`src/rtl/vpfc_cfg.svh`:
```
`ifndef VPFC_CFG_SVH
`define VPFC_CFG_SVH
`define VPFC_OFS_G0_LOW 8'h60
`define VPFC_OFS_G0_HIGH 8'h61
`define VPFC_OFS_G1_LOW 8'h62
`define VPFC_OFS_G1_HIGH 8'h63
`define VPFC_OFS_DEV 8'h64
`define VPFC_RST_G0_LOW 8'h26
`define VPFC_RST_G0_HIGH 8'h31
`define VPFC_RST_G1_LOW 8'h70
`define VPFC_RST_G1_HIGH 8'h3d
`define VPFC_RST_DEV 8'hff
`define VPFC_BUILTIN_G0 15'h3126
`define VPFC_BUILTIN_G1 15'h3d70
`define VPFC_OVR_BIT 7
`define VPFC_REF_HZ 25000000
`define VPFC_SYS_HZ 40000000
`define VPFC_WIN_CYC 11'h400
`define VPFC_VCO_DIV 32
`endif

```
`src/rtl/vpfc_pkg.sv`:
```
package vpfc_pkg;
  typedef struct packed {
    logic [14:0] target;
    logic [3:0] dev;
  } vpfc_grp_t;
  typedef struct packed {
    logic wr;
    logic [7:0] addr;
    logic [7:0] wdata;
  } vpfc_reg_req_t;
endpackage : vpfc_pkg

```
`src/rtl/vpfc_ref_tick.sv`:
```
`include "vpfc_cfg.svh"
// 25 MHz reference tick from the 40 MHz clock: fractional accumulator
module vpfc_ref_tick (
  input wire logic i_clk_sys,
  input wire logic i_nrst,
  output logic o_tick
);
  localparam logic [25:0] STEP = 26'(`VPFC_REF_HZ);
  localparam logic [25:0] MODV = 26'(`VPFC_SYS_HZ);
  // start phase: first tick on the first edge, so reset never leaves two idle cycles
  localparam logic [25:0] ACC_RST = MODV - STEP;
  logic [25:0] acc_q;
  logic [26:0] sum;
  assign sum = {1'b0, acc_q} + {1'b0, STEP};
  always_ff @(posedge i_clk_sys)
  begin
    if (!i_nrst)
    begin
      acc_q <= ACC_RST;
      o_tick <= 1'b0;
    end
    else if (sum >= {1'b0, MODV})
    begin
      acc_q <= 26'(sum - {1'b0, MODV});
      o_tick <= 1'b1;
    end
    else
    begin
      acc_q <= sum[25:0];
      o_tick <= 1'b0;
    end
  end
endmodule : vpfc_ref_tick

```
`src/rtl/vpfc_top.sv`:
```
`include "vpfc_cfg.svh"
// Summary of operation
// - the measurement window is timed by a reference tick that always runs at 25 MHz.
// - each window lasts 1024 reference ticks and counts edges of the vco divided by 32.
// - group 0 target is 15 bits: high register bits 6:0 over low register bits 7:0.
// - group 1 target is 15 bits: high register bits 6:0 over low register bits 7:0.
// - bit 7 of the group 0 high register selects the programmed target over the built-in.
// - bit 7 of the group 1 high register selects the programmed target over the built-in.
// - group 0 deviation is bits 7:4 of the delta register, 0 to 15.
// - group 1 deviation is bits 3:0 of the delta register, 0 to 15.
module vpfc_top (
  input wire logic i_clk_sys,
  input wire logic i_nrst,
  input wire logic i_vco_div32,
  input wire logic i_reg_wr,
  input wire logic [7:0] i_reg_addr,
  input wire logic [7:0] i_reg_wdata,
  output logic [7:0] o_reg_rdata,
  output logic [14:0] o_meas_count,
  output logic o_meas_done,
  output logic o_grp0_match,
  output logic o_grp1_match
);
  ////////////////////////////////////////////////////////////////////////////
  function automatic logic in_band(input logic [14:0] cnt, input vpfc_pkg::vpfc_grp_t g);
    logic [15:0] lo;
    logic [15:0] hi;
    lo = {1'b0, g.target} - {12'h000, g.dev};
    hi = {1'b0, g.target} + {12'h000, g.dev};
    if (lo[15])
      lo = 16'h0000;
    in_band = ({1'b0, cnt} >= lo) && ({1'b0, cnt} <= hi);
  endfunction : in_band

  typedef enum logic [1:0] {
    ST_IDLE = 2'b01,
    ST_COUNT = 2'b10
  } vpfc_state_t;

  ////////////////////////////////////////////////////////////////////////////
  logic [7:0] g0_low_q;
  logic [7:0] g0_high_q;
  logic [7:0] g1_low_q;
  logic [7:0] g1_high_q;
  logic [7:0] dev_q;
  vpfc_pkg::vpfc_reg_req_t req;
  assign req = '{wr: i_reg_wr, addr: i_reg_addr, wdata: i_reg_wdata};

  always_ff @(posedge i_clk_sys)
  begin
    if (!i_nrst)
    begin
      g0_low_q <= `VPFC_RST_G0_LOW;
      g0_high_q <= `VPFC_RST_G0_HIGH;
      g1_low_q <= `VPFC_RST_G1_LOW;
      g1_high_q <= `VPFC_RST_G1_HIGH;
      dev_q <= `VPFC_RST_DEV;
    end
    else if (req.wr)
    begin
      case (req.addr)
        `VPFC_OFS_G0_LOW: g0_low_q <= req.wdata;
        `VPFC_OFS_G0_HIGH: g0_high_q <= req.wdata;
        `VPFC_OFS_G1_LOW: g1_low_q <= req.wdata;
        `VPFC_OFS_G1_HIGH: g1_high_q <= req.wdata;
        `VPFC_OFS_DEV: dev_q <= req.wdata;
        default: ;
      endcase
    end
  end

  always_ff @(posedge i_clk_sys)
  begin
    if (!i_nrst)
      o_reg_rdata <= 8'h00;
    else
    begin
      case (i_reg_addr)
        `VPFC_OFS_G0_LOW: o_reg_rdata <= g0_low_q;
        `VPFC_OFS_G0_HIGH: o_reg_rdata <= g0_high_q;
        `VPFC_OFS_G1_LOW: o_reg_rdata <= g1_low_q;
        `VPFC_OFS_G1_HIGH: o_reg_rdata <= g1_high_q;
        `VPFC_OFS_DEV: o_reg_rdata <= dev_q;
        default: o_reg_rdata <= 8'h00;
      endcase
    end
  end

  ////////////////////////////////////////////////////////////////////////////
  vpfc_pkg::vpfc_grp_t grp0;
  vpfc_pkg::vpfc_grp_t grp1;
  logic [14:0] g0_prog;
  logic [14:0] g1_prog;
  assign g0_prog = {g0_high_q[6:0], g0_low_q};
  assign g1_prog = {g1_high_q[6:0], g1_low_q};
  assign grp0 = '{
    target: g0_high_q[`VPFC_OVR_BIT] ? g0_prog : `VPFC_BUILTIN_G0,
    dev: dev_q[7:4]
  };
  assign grp1 = '{
    target: g1_high_q[`VPFC_OVR_BIT] ? g1_prog : `VPFC_BUILTIN_G1,
    dev: dev_q[3:0]
  };

  ////////////////////////////////////////////////////////////////////////////
  logic ref_tick;
  vpfc_ref_tick u_tick (
    .i_clk_sys(i_clk_sys),
    .i_nrst(i_nrst),
    .o_tick(ref_tick)
  );

  logic vco_s1_q;
  logic vco_s2_q;
  logic vco_s3_q;
  logic vco_edge;
  always_ff @(posedge i_clk_sys)
  begin
    if (!i_nrst)
    begin
      vco_s1_q <= 1'b0;
      vco_s2_q <= 1'b0;
      vco_s3_q <= 1'b0;
    end
    else
    begin
      vco_s1_q <= i_vco_div32;
      vco_s2_q <= vco_s1_q;
      vco_s3_q <= vco_s2_q;
    end
  end
  assign vco_edge = vco_s2_q && !vco_s3_q;

  ////////////////////////////////////////////////////////////////////////////
  vpfc_state_t state_q;
  logic [10:0] win_q;
  logic [14:0] cnt_q;
  logic win_end;
  assign win_end = (state_q == ST_COUNT) && ref_tick && (win_q == `VPFC_WIN_CYC - 11'h001);

  always_ff @(posedge i_clk_sys)
  begin
    if (!i_nrst)
    begin
      state_q <= ST_IDLE;
      win_q <= 11'h000;
    end
    else
    begin
      case (state_q)
        ST_IDLE:
        begin
          if (ref_tick)
          begin
            state_q <= ST_COUNT;
            win_q <= 11'h000;
          end
        end
        ST_COUNT:
        begin
          if (win_end)
            win_q <= 11'h000;
          else if (ref_tick)
            win_q <= win_q + 11'h001;
        end
        default: state_q <= ST_IDLE;
      endcase
    end
  end

  always_ff @(posedge i_clk_sys)
  begin
    if (!i_nrst)
      cnt_q <= 15'h0000;
    else if (win_end)
      cnt_q <= {14'h0000, vco_edge};
    else if (state_q == ST_COUNT && vco_edge && cnt_q != 15'h7fff)
      cnt_q <= cnt_q + 15'h0001;
  end

  always_ff @(posedge i_clk_sys)
  begin
    if (!i_nrst)
    begin
      o_meas_count <= 15'h0000;
      o_meas_done <= 1'b0;
      o_grp0_match <= 1'b0;
      o_grp1_match <= 1'b0;
    end
    else
    begin
      o_meas_done <= win_end;
      if (win_end)
      begin
        o_meas_count <= cnt_q;
        o_grp0_match <= in_band(cnt_q, grp0);
        o_grp1_match <= in_band(cnt_q, grp1);
      end
    end
  end

  ////////////////////////////////////////////////////////////////////////////
  AST_WIN_LEN: assert property (@(posedge i_clk_sys) disable iff (!i_nrst)
    win_end |-> ##1 (!win_end [*8]))
    else $error("window ended twice too close");
  AST_DONE_PULSE: assert property (@(posedge i_clk_sys) disable iff (!i_nrst)
    win_end |=> o_meas_done && o_meas_count == $past(cnt_q))
    else $error("measured count not published");
  AST_TICK_RATE: assert property (@(posedge i_clk_sys) disable iff (!i_nrst)
    ref_tick |=> !ref_tick || $past(ref_tick, 2) == 1'b0)
    else $error("reference tick too dense");
  AST_TICK_GAP: assert property (@(posedge i_clk_sys) disable iff (!i_nrst)
    !ref_tick |=> ref_tick)
    else $error("reference tick too sparse");
  AST_G0_SEL: assert property (@(posedge i_clk_sys) disable iff (!i_nrst)
    g0_high_q[7] |-> grp0.target == {g0_high_q[6:0], g0_low_q})
    else $error("group 0 override not applied");
  AST_G1_SEL: assert property (@(posedge i_clk_sys) disable iff (!i_nrst)
    !g1_high_q[7] |-> grp1.target == `VPFC_BUILTIN_G1)
    else $error("group 1 builtin not used");
  AST_G0_WR: assert property (@(posedge i_clk_sys) disable iff (!i_nrst)
    (i_reg_wr && i_reg_addr == `VPFC_OFS_G0_LOW) |=> g0_low_q == $past(i_reg_wdata))
    else $error("group 0 low write lost");
  AST_DEV_WR: assert property (@(posedge i_clk_sys) disable iff (!i_nrst)
    (i_reg_wr && i_reg_addr == `VPFC_OFS_DEV) |=> grp0.dev == $past(i_reg_wdata[7:4])
      && grp1.dev == $past(i_reg_wdata[3:0]))
    else $error("deviation write lost");
  AST_MATCH: assert property (@(posedge i_clk_sys) disable iff (!i_nrst)
    (win_end && cnt_q == grp1.target) |=> o_grp1_match)
    else $error("exact target not matched");
endmodule : vpfc_top

```
`config.mk`:
```
export PLATFORM = sky130hd
export DESIGN_NAME = vpfc_top
export DESIGN_NICKNAME = d
export VERILOG_FILES = /design/src/rtl/vpfc_pkg.sv /design/src/rtl/vpfc_ref_tick.sv /design/src/rtl/vpfc_top.sv
export VERILOG_INCLUDE_DIRS = /design/src /design/src/rtl
export SDC_FILE = /design/constraint.sdc
export NUM_CORES = 1
export LEC_CHECK = 0
export BUFFER_PORTS_ARGS = -buffer_cell sky130_fd_sc_hd__buf_2
export CORE_MARGIN = 4
export CORE_UTILIZATION = 58
export CTS_BUF_LIST = sky130_fd_sc_hd__clkbuf_2 sky130_fd_sc_hd__clkbuf_4 sky130_fd_sc_hd__clkbuf_8
export DETAILED_ROUTE_END_ITERATION = 7
export PLACE_DENSITY = 0.76
export SLEW_MARGIN = 5
export SYNTH_ARGS = -nofsm -noshare
export SYNTH_HDL_FRONTEND = slang
export SYNTH_HIERARCHICAL = 1
export SYNTH_SLANG_ARGS = --single-unit
```
`constraint.sdc`:
```
create_clock -name i_clk_sys -period 5.6 [get_ports i_clk_sys]
set_input_delay 0.84 -clock i_clk_sys [delete_from_list [all_inputs] [get_ports i_clk_sys]]
set_output_delay 0.84 -clock i_clk_sys [all_outputs]
set_load 0.05 [all_outputs]
```
# Word level (Yosys, flattened, before mapping)
# Index checks and enable logic that the tools add are counted.
# totals
output_inout_bits	26
elab_cells	82
register_bits	124
# classes
eq_ne	11
magnitude_cmp	5
n_addsub	8
reduce_logical	18
muxes	19
n_bitwise	2
# op_table
operator	count
two-way mux 16 bit	4
two-way mux 15 bit	4
equality test 8 x 7 -> 1 bit (second input constant)	5
case mux 8 bit (5 select lines)	1
two-way mux 11 bit	3
adder 15 x 4 -> 16 bit	2
greater-or-equal comparator 15 x 16 -> 1 bit	2
<= comparator 15 x 16 -> 1 bit	2
subtractor 15 x 4 -> 16 bit	2
adder 26 x 25 -> 27 bit (second input constant)	1
greater-or-equal comparator 27 x 26 -> 1 bit (second input constant)	1
two-way mux 26 bit	1
subtractor 26 bit (second input constant)	1
case mux 11 bit (2 select lines)	1
adder 15 x 1 -> 15 bit (second input constant)	1
!= test 15 bit (second input constant)	1
AND reduction 2 bit	6
adder 11 x 1 -> 11 bit (second input constant)	1
equality test 11 x 10 -> 1 bit (second input constant)	1
logical AND 1 bit	7
case mux 2 bit (2 select lines)	1
nonzero test 2 bit	2
two-way mux 1 bit	3
!= test 3 x 2 -> 1 bit (second input constant)	1
8 further kinds	9

# Logic depth before layout (Yosys ltp)
# Gate-level depths: netlist (run 1).
# logic_depth
depth_word	7
mapped_depth	20
mapped_depth_nobuf	17

# Cells and area by module
# The synthesis (run 1) kept the hierarchy.
# modules_own_cells
module	cells_each	instances	area_each_um2	seq_area_each_um2
vpfc_top	966	1	7454.6	1941.9
vpfc_ref_tick	293	1	2140.8	420.4

# Worst setup path after synthesis (run 1)
# No wires, ideal clock.
# synth_path
path_type	register to register
startpoint	register g0_high_q[7]
endpoint	register o_grp0_match
arrival_ps	4239
path_slack_ps	1245
synth_period_minus_slack_ps	4355
t_required_ps	5484
path_buffers	2
setup_ps	116
path_stages_with_launch	18
cell_sequence	dfxtp_1 -> clkbuf_1 -> clkbuf_1 -> nand2b_1 -> fa_1 -> a21o_1 -> maj3_2 -> or3_4 -> or3_1 -> xor2_1 -> a21bo_1 -> ha_1 -> a21o_1 -> a21oi_1 -> nor2b_1 -> a2111oi_0 -> o21ai_0 -> a31o_2
# synth_between
elab_chain_cells	7
# synth_lines
item	line_no	rtl
from (decl)	vpfc_top.sv:42	logic [7:0] g0_high_q;
from (signal assigned)	vpfc_top.sv:54	g0_high_q <= `VPFC_RST_G0_HIGH;
from (signal assigned)	vpfc_top.sv:63	`VPFC_OFS_G0_HIGH: g0_high_q <= req.wdata;
two-way mux 15 bit (no line) *	-	
subtractor 15 x 4 -> 16 bit	vpfc_top.sv:28	lo = {1'b0, g.target} - {12'h000, g.dev};
two-way mux 15 bit	vpfc_top.sv:30	if (lo[15])
two-way mux 16 bit	vpfc_top.sv:193	if (win_end)
two-way mux 16 bit	vpfc_top.sv:183	if (!i_nrst)
greater-or-equal comparator 15 x 16 -> 1 bit	vpfc_top.sv:32	in_band = ({1'b0, cnt} >= lo) && ({1'b0, cnt} <= hi);
logical AND 1 bit *	vpfc_top.sv:32	
to (signal assigned)	vpfc_top.sv:196	o_grp0_match <= in_band(cnt_q, grp0);
to (decl)	vpfc_top.sv:21	output logic o_grp0_match,
# Every way passes the cells marked *; elsewhere a longest branch is shown, timed or not. The select of a mux whose other input is x is not followed.
# A chain may end at the register's enable or synchronous reset.

# Final worst setup path (run 1)
# Ends and elaborated chain as after synthesis.

==> key figures, run 1 <==
Power
  – Worst IR Drop VDD: 0.2281 mV
  – Sw Ratio: 0.4116
  – Pwr Total: 3023 uW
  – Combinational Power Share: 0.386
  – Clock share of power: 0.269
  – Pint: 1779 uW
  – LEAKAGE: 0.004072 uW
  – Reg power frac: 0.345
  – Power Dens Cells: 297.4 nW/um^2
  – Sw power: 1244 uW

Placed design
  – Routability Congestion: 0.9317
  – Placed cell areas: 9756 sq um
  – Estimated wirelength of the detail-placed design: 19.02 mm
  – I/O Buffers: 45

Route
  – DR vias: 9,457
  – Drt wl/cell: 17.80 microns
  – Final ANT Viol Nets: 0
  – Iter 0 DRT Violations: 993
  – TritonRoute pass-1 iters: 5
  – Number of remaining DRC errors: 0
  – Vias per inst: 6.416
  – Detailed-route wire length: 26.24 mm

Synthesis
  – Synth unique cells: 90
  – Synth warn: 6
  – Async SR Flop Fraction: 0
  – Post-synth EDFFs: 0
  – Sequential area share after synthesis: 0.2462
  – Synthesized cell area: 9595 sq um
  – Synthesized net count: 1,357
  – Ys flop type: dfxtp_1
  – Post-Synthesis Cells: 1,259
  – Synth Area per Inst: 7.621 sq um
  – Yosys reg bits: 118

Clock network
  – CTS buffer count: 17
  – CTS root buffer: clkbuf_8
  – Post-CTS sizing: 0
  – Clk sinks: 118
  – Clk Latency, worst-skew pair: 460 ps
  – CTS H-tree depth: 4
  – Post CTS Setup Buffer Count: 0
  – Clk pin slew, worst setup/hold paths: 80 ps
  – CTS tree: built
  – CTS max path bufs: 2
  – # hold bufs at CTS: 0

Setup path
  – Cell Chain, Critical Path: nand2b_1 -> ha_1 -> nor2b_1 -> o21ai_0 -> a21boi_0 -> o41ai_1 -> nand3_1 -> o311ai_0 -> ha_1 -> o21ai_0 -> a211oi_1 -> a2111oi_0 -> o21ai_0 -> a31o_2
  – Critical path depth: 14
  – Critical path buffer and inverter count: 0
  – Crit path required time: 5950 ps
  – Crit-path slowest cell: dfxtp_1
  – Worst Path Arrival: 5090 ps
  – Most common cell type on the critical path: o21ai_0
  – CP delay by family, top: compound AO/OA/AOI/OAI gates
  – R2r worst-path depth: 14
  – Largest stage delay, worst path: 700 ps
  – Startpoint Class: flip-flop
  – Critical Path End Type: flip-flop
  – Crit path kind: flip-flop to flip-flop
  – Max FO, Critical Path: 19

Layout
  – Area of the multi-input gates: 6699 sq um
  – N_diodes: 0
  – Fillers: 1,452
  – Area grow syn2layout: 5.932%
  – Register area: 2362 sq um
  – Fin area: 10,160 sq um
  – Share of layout cells above drive strength 1: 0.08983
  – Final nets: 1,343

Hold path
  – Hold path cells: 1
  – Hold Path Class: flip-flop to flip-flop

Global route
  – Gr ovfl total: 0
  – First-pass GRT wire length: 42.67 mm
  – Initial antenna violation count: 0
  – Tot GR Track Use: 0.2829
  – Vias in the first global route: 8,458
  – Largest net degree at the start of global routing: 50

Floorplan
  – Die width: 136.6 microns
  – Row count: 46
  – Die H: 136.6 microns
  – Full die area: 18,670 sq um
  – I/O pins: 46
  – Core Area: 16,060 sq um
  – Initial core utilization: 0.5976

Timing
  – Clock Skew: 13.23 ps
  – Final setup fails: 0
  – Tcrit/Tclk final: 0.8454
  – Unrepaired setup endpoints after global routing: false
  – Fin. Hold Viols: 0
  – Slew HR: 0.2122
  – Tmin final: 4734 ps
  – TNS Setup: 0 ps
  – Achievable Freq: 211.2 MHz
  – Final Max Slew Viols: 0
  – Worst Tran Pin Value: 1177 ps

Run status
  – Status: finished clean

Run
  – Total of max-cap violations: 0
[through the flow]
step                      hold WS, ps  instances  worst slack [ps]  utilization
after floorplan                 403.5       1259              1245            -
after global placement          422.6       1442              1109       0.6075
after detailed placement        431.5       1442              1018       0.6075
after CTS                       446.5       1474             976.7       0.6330
after global routing            474.4       1474             439.2       0.6330
final                           442.5       1474             866.0       0.6330
[cell usage in the layout (no fill, tap or decap), types with 20 or more instances in the layout]
master	count
a21boi_0	43
a21oi_1	58
and3_1	20
buf_2	45
dfxtp_1	118
ha_1	76
inv_1	42
nand2_1	171
nand2b_1	25
nand3_1	93
nand4_1	26
nor2_1	94
nor3_1	25
o21ai_0	41
xnor2_1	36
xor2_1	29
[kinds of logic after synthesis]
| family | count (synthesis) | synth area share |
|---|---|---|
| fa+ha+maj | 83 | 0.1086 |
| mux | 14 | 0.01513 |
| compound gates | 303 | 0.2277 |
| flops | 118 | 0.2462 |
| simple gates | 550 | 0.2869 |
| buf+inv | 126 | 0.05620 |
| xor+xnor | 65 | 0.05933 |
[worst reg2reg max path: cells and delay by family (launching register included)]
kind                     cells  cell delay, ps
AO/OA/AOI/OAI                9            2360
adder cells (fa/ha/maj)      2             650
flip-flops                   1             700
AND/OR/NAND/NOR              3             910
[Yosys cell counts, types with 4 or more instances]
library cell / count / area [sq um]
nand2_1: 171 / 641.9
dfxtp_1: 118 / 2362
nor2_1: 94 / 352.8
nand3_1: 93 / 465.5
ha_1: 76 / 950.9
a21oi_1: 58 / 290.3
clkbuf_1: 53 / 198.9
a21boi_0: 43 / 322.8
inv_1: 42 / 157.7
o21ai_0: 41 / 205.2
xnor2_1: 36 / 315.3
xor2_1: 29 / 254.0
nand4_1: 26 / 162.7
nor3_1: 26 / 130.1
nand2b_1: 25 / 156.4
and3_1: 20 / 125.1
and2_1: 19 / 118.9
buf_2: 19 / 95.09
a22oi_1: 17 / 127.6
o211ai_1: 14 / 105.1
a21o_1: 13 / 97.59
or3_1: 12 / 75.07
a211oi_1: 11 / 82.58
mux2i_1: 10 / 100.1
nand3b_1: 9 / 67.56
nor2b_1: 9 / 56.30
or4_1: 9 / 67.56
a222oi_1: 8 / 80.08
nor4_1: 8 / 50.05
o21ai_1: 8 / 40.04
a31oi_1: 7 / 43.79
o22ai_1: 7 / 43.79
a2111oi_0: 6 / 52.55
and4_1: 6 / 52.55
a211o_1: 5 / 43.79
o31ai_1: 5 / 37.54
a32oi_1: 4 / 35.03
buf_6: 4 / 45.04
maj3_1: 4 / 40.04
mux2_2: 4 / 45.04
nor4_2: 4 / 50.05
o211a_1: 4 / 40.04
o21a_1: 4 / 30.03
[power groups by stage]
stage | Combinational (uW) | Sequential [uW] | Clock (uW)
CTS | 1140 | 1040 | 825
detailed placement | 1130 | 1060 | 0
finish | 1170 | 1040 | 813
global route | 1280 | 1060 | 860
floorplan | 997 | 973 | 0
global placement | 1110 | 1060 | 0
[state kept, by name, indices dropped and copies added, names as in the netlist, 2 cells and up]
register / count
o_reg_rdata: 8
g1_high_q: 8
win_q: 11
g0_low_q: 8
o_meas_count: 15
dev_q: 8
cnt_q: 15
g1_low_q: 8
state_q: 2
u_tick/acc_q: 20
g0_high_q: 8
[final timing paths]
kind,startpoint,slack (ps),to
max,g0_high_q[7],870,o_grp0_match
min,u_tick/acc_q[6],440,u_tick/acc_q[6]
max reg2reg,g0_high_q[7],870,o_grp0_match
min reg2reg,u_tick/acc_q[6],440,u_tick/acc_q[6]
[cell type report]
| cell class | count | area share |
|---|---|---|
| well taps | 216 | 0.02659 |
| multi-input cells | 1015 | 0.6590 |
| inverters | 43 | 0.01588 |
| clock buffers | 20 | 0.02646 |
| flip-flops and latches | 118 | 0.2324 |
| repair buffers | 50 | 0.02585 |
| clock inverters | 12 | 0.01379 |
[metal layers]
| layer | track usage | routed length [microns] | vias to the layer above |
|---|---|---|---|
| met3 | 0.05147 | 2226 | 62 |
| li1 | - | - | 4563 |
| met5 | 0 | 0 | - |
| met1 | 0.3982 | 11950 | 4408 |
| met2 | 0.4285 | 11340 | 424 |
| met4 | 0.1109 | 726 | 0 |
Note: power is estimated with default switching activity, not from simulation.
==> run 2, diff against run 1 <==
Clock period 5.6 ns to 4.8 ns, I/O delays scaled along.
==> run 2 against run 1 <==
Global-route usage decreased by 0.56 points. Via count decreased by 0.79%. Clock skew about the same. Flip-flop and latch count unchanged. Worst setup slack got worse by 410 ps. Largest power group unchanged. Sequential share of layout area down 0.12 points. Clock-buffer cell count down 3. Critical path depth rose by 1. Final cell count up 0.34%. First-iteration DRC count rose by 31%. Non-clock buffer count up 6.
==> key figures, run 2 (synthesized netlist as in run 1, its figures left out) <==
Floorplan
  – Core Area: 16,060 sq um
  – Row count: 46
  – Die width: 136.6 microns
  – Initial core utilization: 0.5976
  – I/O pins: 46
  – Full die area: 18,670 sq um
  – Die H: 136.6 microns

Route
  – Iter 0 DRT Violations: 1,302
  – Number of remaining DRC errors: 0
  – Drt wl/cell: 17.59 microns
  – Vias per inst: 6.343
  – DR vias: 9,382
  – Final ANT Viol Nets: 0
  – Detailed-route wire length: 26.01 mm
  – TritonRoute pass-1 iters: 6

Global route
  – Initial antenna violation count: 0
  – First-pass GRT wire length: 41.85 mm
  – Largest net degree at the start of global routing: 48
  – Vias in the first global route: 8,275
  – Gr ovfl total: 0
  – Tot GR Track Use: 0.2773

Clock network
  – Clk Latency, worst-skew pair: 450 ps
  – # hold bufs at CTS: 0
  – CTS max path bufs: 2
  – Clk pin slew, worst setup/hold paths: 80 ps
  – Post CTS Setup Buffer Count: 0
  – CTS H-tree depth: 4
  – CTS root buffer: clkbuf_8
  – Post-CTS sizing: 0
  – Clk sinks: 118
  – CTS buffer count: 17
  – CTS tree: built

Setup path
  – Most common cell type on the critical path: o21ai_0
  – Max FO, Critical Path: 18
  – Critical Path End Type: flip-flop
  – Crit path required time: 5150 ps
  – Largest stage delay, worst path: 640 ps
  – Startpoint Class: flip-flop
  – Crit path kind: flip-flop to flip-flop
  – Cell Chain, Critical Path: buf_4 -> nand2b_1 -> ha_1 -> nor2b_1 -> o21ai_0 -> a21boi_0 -> o41ai_1 -> nand3_2 -> o311ai_0 -> ha_1 -> o21ai_0 -> a211oi_1 -> a2111oi_0 -> o21ai_0 -> a31o_2
  – Critical path buffer and inverter count: 1
  – Crit-path slowest cell: o41ai_1
  – CP delay by family, top: compound AO/OA/AOI/OAI gates
  – Worst Path Arrival: 4690 ps

Placed design
  – I/O Buffers: 45
  – Routability Congestion: 0.9459
  – Estimated wirelength of the detail-placed design: 19.00 mm

Layout
  – Most frequent cells in the layout: nand2_1 (171), dfxtp_1 (118), nor2_1 (94), nand3_1 (92), ha_1 (76)
  – Top Registers: u_tick/acc_q x20, cnt_q x15, o_meas_count x15
  – Final nets: 1,349
  – Area grow syn2layout: 6.467%
  – Largest register by flop count: u_tick/acc_q
  – Share of layout cells above drive strength 1: 0.09422
  – N_diodes: 0
  – Most common cell after layout, fill and taps aside: nand2_1
  – Max reg flops: 20

Timing
  – Final Max Slew Viols: 0
  – Achievable Freq: 230.3 MHz
  – Tcrit/Tclk final: 0.9045
  – Worst Tran Pin Value: 893.9 ps
  – Fin. Hold Viols: 0
  – Clock Skew: 13.56 ps
  – Hold_ws: 439.8 ps
  – Slew HR: 0.4022
  – Tmin final: 4341 ps
  – Final setup fails: 0

Power
  – Pwr Total: 3531 uW
  – Power Dens Cells: 345.6 nW/um^2
  – Worst IR Drop VDD: 0.2948 mV
  – LEAKAGE: 0.004107 uW

Run
  – Total of max-cap violations: 0

Run status
  – Status: finished clean

Hold path
  – Hold Path Class: flip-flop to flip-flop
==> run 2: final timing paths <==
check	from	end	slack (ps)	cells past startpoint
worst max-delay path	g0_high_q[7]	o_grp0_match	460	15
worst max register to register	g0_high_q[7]	o_grp0_match	460	15
worst min-delay path	u_tick/acc_q[6]	u_tick/acc_q[6]	440	1
worst min register to register	u_tick/acc_q[6]	u_tick/acc_q[6]	440	1
==> run 2: worst register-to-register path: cells and delay by family (launching register included) <==
kind / cells / cell delay [ps]
AO/OA/AOI/OAI: 9 / 2370
AND/OR/NAND/NOR: 3 / 680
adder cells (fa/ha/maj): 2 / 630
flip-flops: 1 / 350
buffers and inverters: 1 / 220
==> run 2: cell type report <==
type                            instances  area [sq um]
Tap cell                              216         270.3
Clock buffer                           17         234.0
Clock inverter                         14         176.4
Inverter                               43         161.4
Multi-Input combinational cell       1015          6704
Fill cell                            1423          5842
Sequential cell                       118          2362
Timing Repair Buffer                   56         307.8
==> run 2: stage by stage <==
stage	TNS (ps)	setup WS, ps	cell area, sq um	instances	util
global placement	0	586.7	9801	1448	0.6103
global route	-44.58	-44.58	10220	1479	0.6362
floorplan	0	445.2	9595	1259	-
detailed placement	0	409.6	9801	1448	0.6103
finish	0	458.6	10220	1479	0.6362
CTS	0	413.7	10210	1479	0.6359
==> run 2: per-layer routing <==
metal  vias to the layer above  GRT usage  part of all wire
li1                       4567          -                 -
met1                      4317     0.3923              0.45
met2                       443     0.4247              0.43
met3                        55    0.05588             0.089
met4                         0    0.08567             0.022
met5                         -          0                 0
==> run 2: power by group <==
part / total, uW / internal [uW] / leakage, uW / switching [uW]
sequential: 1220 / 1060 / 0.000958 / 158
combinational: 1360 / 512 / 0.00295 / 851
clock: 948 / 515 / 0.000203 / 433
total: 3530 / 2090 / 0.00411 / 1440
==> run 3, diff against run 2 <==
Settings changed: SETUP_SLACK_MARGIN from default to 0.5.
==> run 3 against run 2 <==
Flip-flop and latch count unchanged. Worst setup slack better by 240 ps. Clock power shrank 13%. Highest routed layer unchanged. Critical endpoint unchanged. Die area stayed put. Final cell count increased by 0.14%. Wire length grew 0.87%. Register-to-register slack better by 240 ps. Clock-buffer cell count stayed put. Non-clock buffer count rose by 1. Design area fell by 0.26%.
==> key figures, run 3 (synthesized netlist as in run 1, its figures left out) <==
Floorplan
  – Row count: 46
  – Initial core utilization: 0.5976
  – Full die area: 18,670 sq um
  – Core Area: 16,060 sq um
  – I/O pins: 46
  – Die width: 136.6 microns
  – Die H: 136.6 microns

Timing
  – Final Max Slew Viols: 0
  – Worst Tran Pin Value: 934.4 ps
  – Unrepaired setup endpoints after global routing: true
  – Tmin final: 4106 ps
  – Tcrit/Tclk final: 0.8554
  – Achievable Freq: 243.5 MHz
  – Fin. Hold Viols: 0
  – Slew HR: 0.3751
  – TNS Setup: 0 ps
  – Final setup fails: 0
  – Clock Skew: 13.32 ps

Layout
  – Max reg flops: 20
  – Most frequent cells in the layout: nand2_1 (171), dfxtp_1 (117), nor2_1 (94), nand3_1 (92), ha_1 (76)
  – Area grow syn2layout: 6.194%
  – Top Registers: u_tick/acc_q x20, cnt_q x15, o_meas_count x15
  – Finished Layout Cells: 1,481
  – Largest register by flop count: u_tick/acc_q
  – Fillers: 1,401
  – N_diodes: 0
  – Area of the multi-input gates: 6720 sq um
  – Most common cell after layout, fill and taps aside: nand2_1
  – Final nets: 1,350
  – Register area: 2364 sq um
  – Share of layout cells above drive strength 1: 0.09881

Power
  – Pint: 1940 uW
  – Sw power: 1462 uW
  – Worst IR Drop VDD: 0.3059 mV
  – Combinational Power Share: 0.400
  – Pwr Total: 3402 uW
  – Reg power frac: 0.358
  – Clock share of power: 0.242
  – Sw Ratio: 0.4297
  – Power Dens Cells: 333.9 nW/um^2
  – LEAKAGE: 0.004104 uW

Setup path
  – Critical path buffer and inverter count: 1
  – R2R setup slack: 690 ps
  – Crit path kind: flip-flop to flip-flop
  – Crit-path slowest cell: fa_1
  – Worst reg2reg endpoint: o_grp0_match
  – Worst Path Arrival: 4450 ps
  – Largest stage delay, worst path: 450 ps
  – Max FO, Critical Path: 18
  – Crit path required time: 5150 ps
  – R2R Path Start: g0_high_q[7]
  – Cell Chain, Critical Path: buf_6 -> nand2b_2 -> fa_1 -> a21o_1 -> maj3_2 -> or3_4 -> or3_1 -> xor2_1 -> a21bo_1 -> ha_1 -> a21o_1 -> a21oi_1 -> nor2b_1 -> a2111oi_2 -> o21ai_0 -> a31o_2
  – CP delay by family, top: compound AO/OA/AOI/OAI gates
  – R2r worst-path depth: 16
  – Startpoint Class: flip-flop
  – Critical Path End Type: flip-flop
  – Most common cell type on the critical path: a21o_1

Route
  – Vias per inst: 6.409
  – DR vias: 9,491
  – Detailed-route wire length: 26.24 mm
  – Final ANT Viol Nets: 0
  – Iter 0 DRT Violations: 1,320
  – Drt wl/cell: 17.72 microns
  – TritonRoute pass-1 iters: 7
  – Number of remaining DRC errors: 0

Hold path
  – Hold Path Class: flip-flop to flip-flop
  – Hold_sp: u_tick/acc_q[6]
  – Hold path cells: 1
  – Worst hold path endpoint: u_tick/acc_q[6]

Global route
  – Gr ovfl total: 0
  – Vias in the first global route: 8,536
  – First-pass GRT wire length: 43.06 mm
  – Largest net degree at the start of global routing: 50
  – Tot GR Track Use: 0.2851
  – Initial antenna violation count: 0

Clock network
  – CTS max path bufs: 2
  – CTS H-tree depth: 4
  – Clk Latency, worst-skew pair: 460 ps
  – CTS root buffer: clkbuf_8
  – CTS tree: built
  – Clk pin slew, worst setup/hold paths: 80 ps
  – CTS buffer count: 17
  – Clk sinks: 118

Placed design
  – Inst Count DP: 1,447
  – I/O Buffers: 45
  – Routability Congestion: 0.9390
  – Estimated wirelength of the detail-placed design: 19.22 mm

Run status
  – Status: finished clean

Run
  – Total of max-cap violations: 0
==> run 3: layer usage <==
layer	up-vias	share of wire	global-route usage
met4	0	0.028	0.1092
met1	4413	0.45	0.3971
met3	61	0.086	0.05551
li1	4573	-	-
met5	-	0	0
met2	444	0.44	0.4354
==> run 3: how the worst max path moves through the flow <==
stage / startpoint / depth (start not counted) / endpoint
4_1_cts: g0_high_q[7] / 16 / o_grp0_match
6_report: g0_high_q[7] / 16 / o_grp0_match
5_1_grt: g0_high_q[7] / 16 / o_grp0_match
2_1_floorplan: g0_high_q[7] / 17 / o_grp0_match
3_3_place_gp: g0_high_q[7] / 16 / o_grp0_match
3_5_place_dp: g0_high_q[7] / 16 / o_grp0_match
==> run 3: power by group through the flow <==
stage          Sequential, uW  Combinational (uW)  Clock (uW)
3_3_place_gp             1230                1300           0
3_5_place_dp             1230                1320           0
5_1_grt                  1230                1490         884
4_1_cts                  1210                1330         849
6_report                 1220                1360         823
2_1_floorplan            1140                1160           0
==> run 3: area by class of cell <==
| type | instances | area share |
|---|---|---|
| Clock buffer | 17 | 0.02296 |
| Clock inverter | 15 | 0.01191 |
| Inverter | 43 | 0.01584 |
| Multi-Input combinational cell | 1015 | 0.6595 |
| Sequential cell | 118 | 0.2319 |
| Tap cell | 216 | 0.02652 |
| Timing Repair Buffer | 57 | 0.03131 |
==> run 3: repair_timing <==
| item | 4_1_cts | 5_1_grt |
|---|---|---|
| pin swaps | 0 | 2 |
| hold buffers | 0 | 0 |
| endpoints found under the hold margin | 0 | 0 |
| setup endpoints to repair | 1 | 2 |
| setup buffers | 0 | 2 |
| resized for setup | 2 | 5 |
==> run 3: worst reg2reg max path, delay by kind of cell, from the launching register on <==
family	cells	cell delay, ps
AOI/OAI and AO/OA	7	1430
buffers and inverters	1	190
DFF	1	390
xor gates and xnor gates	1	150
and+or+nand+nor	4	900
adders and majority gates	3	950
==> run 3: through the flow <==
stage | instance area [sq um] | utilization | worst slack [ps] | hold WS (ps)
after floorplan | 9597 | - | 534.4 | 403.5
after global placement | 9793 | 0.6099 | 494.3 | 422.1
after detailed placement | 9793 | 0.6099 | 405.3 | 429.8
after CTS | 10160 | 0.6328 | 503.4 | 438.5
after global routing | 10190 | 0.6346 | 426.4 | 471.2
final | 10190 | 0.6346 | 694.0 | 441.9
